File: config.mk
export PLATFORM = sky130hd
export DESIGN_NAME = four_rail_power_sequencer
export DESIGN_NICKNAME = d
export VERILOG_FILES = /design/src/rail_seq_pkg.sv /design/src/qual_timer.sv /design/src/four_rail_power_sequencer.sv
export SDC_FILE = /design/constraint.sdc
export NUM_CORES = 1
export LEC_CHECK = 0
export ABC_AREA = 1
export BUFFER_PORTS_ARGS = -buffer_cell sky130_fd_sc_hd__buf_2
export CORE_MARGIN = 1.5
export CORE_UTILIZATION = 55
export DETAILED_ROUTE_END_ITERATION = 10
export PLACE_DENSITY_LB_ADDON = 0.05
export SLEW_MARGIN = 15
export SYNTH_ARGS = -nofsm -noshare
export SYNTH_HDL_FRONTEND = slang
export SYNTH_HIERARCHICAL = 1
export SYNTH_SLANG_ARGS = --single-unit
File: constraint.sdc
create_clock -name CLK -period 3.94 [get_ports CLK]
set_input_delay 0 -clock CLK [delete_from_list [all_inputs] [get_ports CLK]]
set_output_delay 0 -clock CLK [all_outputs]
set_load 0.03 [all_outputs]
File: src/rail_seq_pkg.sv
package rail_seq_pkg;
    // Clock rate and qualification intervals
    localparam int unsigned CLK_HZ        = 50000000;
    localparam int unsigned LONG_QUAL_MS  = 190;
    localparam int unsigned SHORT_QUAL_US = 30;
    // Long interval as a whole cycle count, clamped to at least one
    localparam int unsigned LONG_QUAL_CYC =
        (LONG_QUAL_MS * (CLK_HZ / 1000) + 0) < 1 ? 1 : LONG_QUAL_MS * (CLK_HZ / 1000);
    localparam int unsigned SHORT_QUAL_CYC =
        (SHORT_QUAL_US * (CLK_HZ / 1000000)) < 1 ? 1 : SHORT_QUAL_US * (CLK_HZ / 1000000);
    localparam int unsigned CNT_W = 24;

    typedef enum logic [2:0] {
        ST_RESET,
        ST_ONE_EN,
        ST_TWO_EN,
        ST_THREE_EN,
        ST_POWER_GOOD
    } seq_state_t;
endpackage

File: src/qual_timer.sv
`timescale 1ns/1ps
`default_nettype none
// Counts cycles while a condition holds; restarts on any drop
module qual_timer (
    input  wire logic                         clk,
    input  wire logic                         arst_n,
    input  wire logic                         cond,
    input  wire logic                         restart,
    input  wire logic [rail_seq_pkg::CNT_W-1:0] target,
    output logic                              done
);
    logic [rail_seq_pkg::CNT_W-1:0] count_reg;

    // Saturating counter, cleared on a dropped condition or state change
    always_ff @(posedge clk or negedge arst_n) begin
        if (!arst_n) begin
            count_reg <= '0;
        end else if (!cond || restart) begin
            count_reg <= '0;
        end else if (count_reg < target) begin
            count_reg <= count_reg + 1'b1;
        end
    end

    // Restart is left out: it is derived from done and would close a combinational loop
    assign done = cond && (count_reg + 1'b1 >= target);
endmodule
`default_nettype wire

File: src/four_rail_power_sequencer.sv
`timescale 1ns/1ps
`default_nettype none
// Overview of operation
// - In reset all outputs are low and the first enable comes after main rail is high 190 ms.
// - With one enable on, rails main and b high for 30 us raise the second enable.
// - With two enables on, rails main, b and c high for 30 us raise the third enable.
// - With three enables on, all four rails high for 190 ms raise power-good.
// - Power-good is only ever high while all three enables are high.
// - In power-good, rail b, c or d low for 30 us drops power-good back to three enables.
// - A later-rail fault keeps all three enables on and drops only power-good.
// - A main rail fault in power-good drops power-good and every enable at once.
// - Only in power-good does the core supervise and handle falling rails as faults.
module four_rail_power_sequencer #(
    parameter int unsigned LONG_CYC  = rail_seq_pkg::LONG_QUAL_CYC,
    parameter int unsigned SHORT_CYC = rail_seq_pkg::SHORT_QUAL_CYC
) (
    input  wire logic CLK,
    input  wire logic ARST_N,
    input  wire logic MAIN_RAIL_OK_IN,
    input  wire logic RAIL_B_OK_IN,
    input  wire logic RAIL_C_OK_IN,
    input  wire logic RAIL_D_OK_IN,
    output logic      REG_A_ENABLE_OUT,
    output logic      REG_B_ENABLE_OUT,
    output logic      REG_C_ENABLE_OUT,
    output logic      SYSTEM_POWER_GOOD_OUT
);
    // Intervals are overridable only so a bench can shorten them; silicon keeps defaults
    localparam logic [rail_seq_pkg::CNT_W-1:0] LONG_T =
        rail_seq_pkg::CNT_W'(LONG_CYC);
    localparam logic [rail_seq_pkg::CNT_W-1:0] SHORT_T =
        rail_seq_pkg::CNT_W'(SHORT_CYC);

    logic [3:0]                     rail_meta_reg;
    logic [3:0]                     rail_reg;
    rail_seq_pkg::seq_state_t       state_reg;
    rail_seq_pkg::seq_state_t       state_next;
    logic                           state_change;
    logic                           qual_cond;
    logic [rail_seq_pkg::CNT_W-1:0] qual_target;
    logic                           qual_done;
    logic                           main_ok;
    logic                           later_fault;

    // Comparator results come from pins, so two flops first
    always_ff @(posedge CLK or negedge ARST_N) begin
        if (!ARST_N) begin
            rail_meta_reg <= 4'h0;
            rail_reg      <= 4'h0;
        end else begin
            rail_meta_reg <= {RAIL_D_OK_IN, RAIL_C_OK_IN, RAIL_B_OK_IN, MAIN_RAIL_OK_IN};
            rail_reg      <= rail_meta_reg;
        end
    end

    assign main_ok     = rail_reg[0];
    assign later_fault = !(rail_reg[1] && rail_reg[2] && rail_reg[3]);

    // Select what must hold and for how long in each state
    always_comb begin
        qual_cond   = 1'b0;
        qual_target = LONG_T;
        case (state_reg)
            rail_seq_pkg::ST_RESET: begin
                qual_cond   = main_ok;
                qual_target = LONG_T;
            end
            rail_seq_pkg::ST_ONE_EN: begin
                qual_cond   = &rail_reg[1:0];
                qual_target = SHORT_T;
            end
            rail_seq_pkg::ST_TWO_EN: begin
                qual_cond   = &rail_reg[2:0];
                qual_target = SHORT_T;
            end
            rail_seq_pkg::ST_THREE_EN: begin
                qual_cond   = &rail_reg;
                qual_target = LONG_T;
            end
            rail_seq_pkg::ST_POWER_GOOD: begin
                // Supervisory mode: the timer now qualifies a fault, not a rise
                qual_cond   = main_ok && later_fault;
                qual_target = SHORT_T;
            end
            default: begin
                qual_cond   = 1'b0;
                qual_target = LONG_T;
            end
        endcase
    end

    assign state_change = (state_next != state_reg);

    // One shared timer; a state change restarts it so no credit carries over
    qual_timer u_qual (
        .clk     (CLK),
        .arst_n  (ARST_N),
        .cond    (qual_cond),
        .restart (state_change),
        .target  (qual_target),
        .done    (qual_done)
    );

    // Sequencing transitions
    always_comb begin
        state_next = state_reg;
        case (state_reg)
            rail_seq_pkg::ST_RESET: begin
                if (qual_done) begin
                    state_next = rail_seq_pkg::ST_ONE_EN;
                end
            end
            rail_seq_pkg::ST_ONE_EN: begin
                if (qual_done) begin
                    state_next = rail_seq_pkg::ST_TWO_EN;
                end
            end
            rail_seq_pkg::ST_TWO_EN: begin
                if (qual_done) begin
                    state_next = rail_seq_pkg::ST_THREE_EN;
                end
            end
            rail_seq_pkg::ST_THREE_EN: begin
                if (qual_done) begin
                    state_next = rail_seq_pkg::ST_POWER_GOOD;
                end
            end
            rail_seq_pkg::ST_POWER_GOOD: begin
                // Main rail fault wins and is not filtered
                if (!main_ok) begin
                    state_next = rail_seq_pkg::ST_RESET;
                end else if (qual_done) begin
                    state_next = rail_seq_pkg::ST_THREE_EN;
                end
            end
            default: begin
                state_next = rail_seq_pkg::ST_RESET;
            end
        endcase
    end

    // State register
    always_ff @(posedge CLK or negedge ARST_N) begin
        if (!ARST_N) begin
            state_reg <= rail_seq_pkg::ST_RESET;
        end else begin
            state_reg <= state_next;
        end
    end

    // Outputs registered from the next state, glitch free for enable pins
    always_ff @(posedge CLK or negedge ARST_N) begin
        if (!ARST_N) begin
            REG_A_ENABLE_OUT      <= 1'b0;
            REG_B_ENABLE_OUT      <= 1'b0;
            REG_C_ENABLE_OUT      <= 1'b0;
            SYSTEM_POWER_GOOD_OUT <= 1'b0;
        end else begin
            REG_A_ENABLE_OUT      <= (state_next != rail_seq_pkg::ST_RESET);
            REG_B_ENABLE_OUT      <= (state_next == rail_seq_pkg::ST_TWO_EN)
                                  || (state_next == rail_seq_pkg::ST_THREE_EN)
                                  || (state_next == rail_seq_pkg::ST_POWER_GOOD);
            REG_C_ENABLE_OUT      <= (state_next == rail_seq_pkg::ST_THREE_EN)
                                  || (state_next == rail_seq_pkg::ST_POWER_GOOD);
            SYSTEM_POWER_GOOD_OUT <= (state_next == rail_seq_pkg::ST_POWER_GOOD);
        end
    end
endmodule
`default_nettype wire

==> qor.log <==
[status] status completed
[setup_path] critical path cell sequence ha_1 > nand3_2 > nor2_4 > nand2_2 > nor2_4 > xor2_2 > ha_1 > nand2_1 > nor2_1 > nand4_1 > nor2_1 > nand2_1 > nand4_1 > nand2_1 > inv_1 > nand2_1 > nand2_1 > nand2_2 > nand3_1 > nand3_1 > nor2_4 > clkbuf_16 > nand3_1 > nand2_1
[sta] PnR worst setup slack 0.291 ns
[pwr] cell leakage power 0.00228 µW
[global_route] antenna violations before repair 0
[layout] post-route cell area 3930 µm²
[layout] most frequent cells in the layout 144 x nand2_1, 64 x inv_1, 64 x nand3_1
[setup_path] top fanout value on the critical path 24
[synthesis] sequential share of the synthesized area 27.3%
[sta] Max Transition Viols Final 0
[floorplan] Total Die Area 6990 µm²
[global_route] maximum number of pins on one net before global-route repair 49
[pwr] Internal Pwr Total 562 µW
[synthesis] Netlist Area Pre-Place 3570 µm²
[cts] clock-pin slew on the worst setup and hold paths 0.08 ns
[hold_path] Cells on Worst Hold Path 2
[pwr] net switching power figure 216 µW
[setup_path] Worst Setup End Kind flip-flop
[cts] number of levels the H-tree was split into 2
[placement] Port Buffers 9
[floorplan] Core Region 6310 µm²
[cts] clock sink count 39
[setup_path] Most common cell on crit path nand2_1
[floorplan] die outline width 83.6 µm
[floorplan] number of standard-cell rows in the floorplan 29
[pwr] clock group share of total power 37.0%
[pwr] Switching Fraction 27.7%
[synthesis] per-instance average area after synthesis 7.01 µm²
[cts] Inserted Clock Buffers 5
[setup_path] CP Data Arrival Time 3.88 ns
[placement] Final Wtd Congestion 0.903
[pwr] worst vdd rail ir drop 137 µV
[sta] post-layout minimum cycle time 3.65 ns
[sta] final hold viol count 0
[drt] post-route ant nets 0
[synthesis] count of unique library cells instantiated by Yosys 30
[sta] setup skew after layout 0.00632 ns
[drt] post-detailed-routing wire length 8.17 mm
[drt] Remaining DRCs 0
[placement] cell area after placement 3740 µm²
[sta] Final Setup Violations 0
[setup_path] Critical R2R Launch u_qual/count_reg[0]
[global_route] global-route wire length before repair 14.0 mm
[setup_path] slowest CP cell dfrtp_2
[layout] Final nets 592
[layout] most common cell after layout, fill and taps aside nand2_1
[sta] maximum clock rate 274 MHz
[drt] drt initial violations 234
[layout] number of flip-flops in the largest register 24
[layout] n_diodes 0
[synthesis] flip-flop and latch count after synthesis 39
[placement] Cells after DPL 599
[setup_path] required time at the worst-slack endpoint 4.18 ns
[global_route] Overall Global Routing Usage 24.5%
[layout] Synth-to-Final Area Change 9.98%
[setup_path] worst-case register-to-register setup slack 0.29 ns
[synthesis] gate count after technology mapping 510
[sta] transition time at the pin with the least slew margin 0.883 ns
[synthesis] share of the synthesized area in the top cell type 27.3%
[floorplan] vertical extent of the die 83.6 µm
[placement] Placement Setup Slack 0.324 ns
[setup_path] max incr delay on CP 0.43 ns
[cts] clock latency at the later pin of the worst-skew pair 0.30 ns
[cts] master cell of the clock root buffer clkbuf_8
[pwr] PwrDens 198 nW/µm²
[sta] share of the clock period used by the worst path after layout 92.6%
[drt] Initial DRT Pass Iterations 5
[global_route] via count of the first global-routing pass 3,032
[hold_path] Worst Hold Endpoint rail_meta_reg[3]
[hold_path] worst min-delay path startpoint RAIL_D_OK_IN
[job] max-cap violations 0
[sta] RSZ-0062 raised after global routing no
[hold_path] path type of the worst min-delay path input pin to flip-flop
[setup_path] type of origin of the critical path flip-flop
[sta] accumulated negative setup slack 0 ns
[sta] Relative slew margins 41.1%
[pwr] combinational share of power 9.9%
[drt] routed via count divided by cell count 5.17
[cts] number of buffers between clock root and the deepest sink 2
[synthesis] synth warn 6
[pwr] share of power burned in registers 53.1%
[setup_path] Crit Path Class flip-flop to flip-flop
[synthesis] area leader, netlist dfrtp_1
[layout] Cell Count, Final, Fillers Out 615
[floorplan] number of ports placed on the die boundary 10
[placement] dpl hpwl 6.13 mm
[synthesis] cell types with the largest area share after synthesis dfrtp_1 27%, ha_1 17%, nand2_1 15%, nand3_1 9.0%, inv_1 6.7%
[drt] Routed wire per std cell 13.3 µm
[layout] utilization of the core after routing 62.3%
[global_route] gr ovfl total 0
[setup_path] reg-to-reg endpoint u_qual/count_reg[1]
[cts] clock tree from TritonCTS built
[setup_path] cell count of the worst reg-to-reg path 24
[floorplan] effective utilization at floorplan 56.6%
[drt] via count 3,177
[layout] fraction of final layout cells with drive strength greater than 1 13.0%
[layout] total of fill cells in the finished design 618
-- final cells by class --
type / instances / area (µm²) / share of cell area (%)
well taps: 77 / 96.3 / 2.45
inverters: 78 / 293 / 7.45
clock buffers: 5 / 68.8 / 1.75
multi-input cells: 394 / 2290 / 58.4
clock inverters: 3 / 25.0 / 0.637
repair buffers: 19 / 175 / 4.46
flip-flops and latches: 39 / 978 / 24.9
-- how the worst max path moves through the flow --
stage	startpoint	to	slack, ns	cells after the start
after floorplan	u_qual/count_reg[0]	u_qual/count_reg[10]	0.58	27
after global placement	u_qual/count_reg[0]	u_qual/count_reg[21]	0.48	26
after detailed placement	u_qual/count_reg[0]	u_qual/count_reg[2]	0.32	24
after CTS	u_qual/count_reg[0]	u_qual/count_reg[2]	0.30	24
after global routing	u_qual/count_reg[0]	u_qual/count_reg[5]	0.0002	24
final	u_qual/count_reg[0]	u_qual/count_reg[1]	0.29	24
-- power groups by stage --
| stage | clock [µW] | sequential, µW | combinational [µW] |
|---|---|---|---|
| finish | 288 | 413 | 76.8 |
| global route | 309 | 414 | 90.3 |
| CTS | 293 | 413 | 72.4 |
| detailed placement | 0 | 421 | 68.5 |
| global placement | 0 | 420 | 65.5 |
| floorplan | 0 | 419 | 45.1 |
-- stage by stage --
| step | hold WS, ns | power (µW) |
|---|---|---|
| after floorplan | -0.296 | 464 |
| after global placement | 0.113 | 486 |
| after detailed placement | 0.110 | 489 |
| after CTS | 0.334 | 778 |
| after global routing | 0.329 | 813 |
| final | 0.342 | 778 |
-- per-layer routing --
metal  routed length [µm]  GRT usage (%)  vias up
met5                    0              0        -
met4                   59           6.71        0
met3                  420           3.66        7
met2                 3850           40.3       68
met1                 3850           33.8     1450
li1                     -              -     1652
-- cells in the mapped netlist --
cell type and instances:
a21o_1 3, a21oi_1 19, buf_2 3, buf_4 3
buf_6 1, clkbuf_1 4, clkinv_1 1, conb_1 2
dfrtp_1 39, ha_1 49, inv_1 64, inv_2 13
nand2_1 144, nand2_2 8, nand3_1 64, nand3_2 5
nand3b_1 3, nand4_1 5, nor2_1 41, nor2_2 9
nor2_4 5, nor3_2 2, o21a_1 1, o21ai_0 3
o21ai_1 2, o21bai_1 1, xnor2_1 4, xnor2_2 2
xor2_1 9, xor2_2 1
-- logic make-up after synthesis --
group,synth area share (%)
other cells,0.210
xor+xnor,4.55
simple gates,36.4
flops,27.3
fa+ha+maj,17.2
compound gates,4.41
buf+inv,9.98
-- timing repair --
item,CTS,global route
hold buffers,5,0
gates resized for setup,0,3
endpoints found under the hold margin,43,0
buffers inserted,0,2
endpoints found under the setup margin,0,24
-- critical path: cells and delay by family (launching register included) --
kind                       cells  cell delay [ns]
adders and majority gates      2             0.51
buffers and inverters          2             0.37
xor gates and xnor gates       1             0.10
DFF                            1             0.43
and+or+nand+nor               19             2.14
No activity file was read; power rests on OpenSTA's default activity.
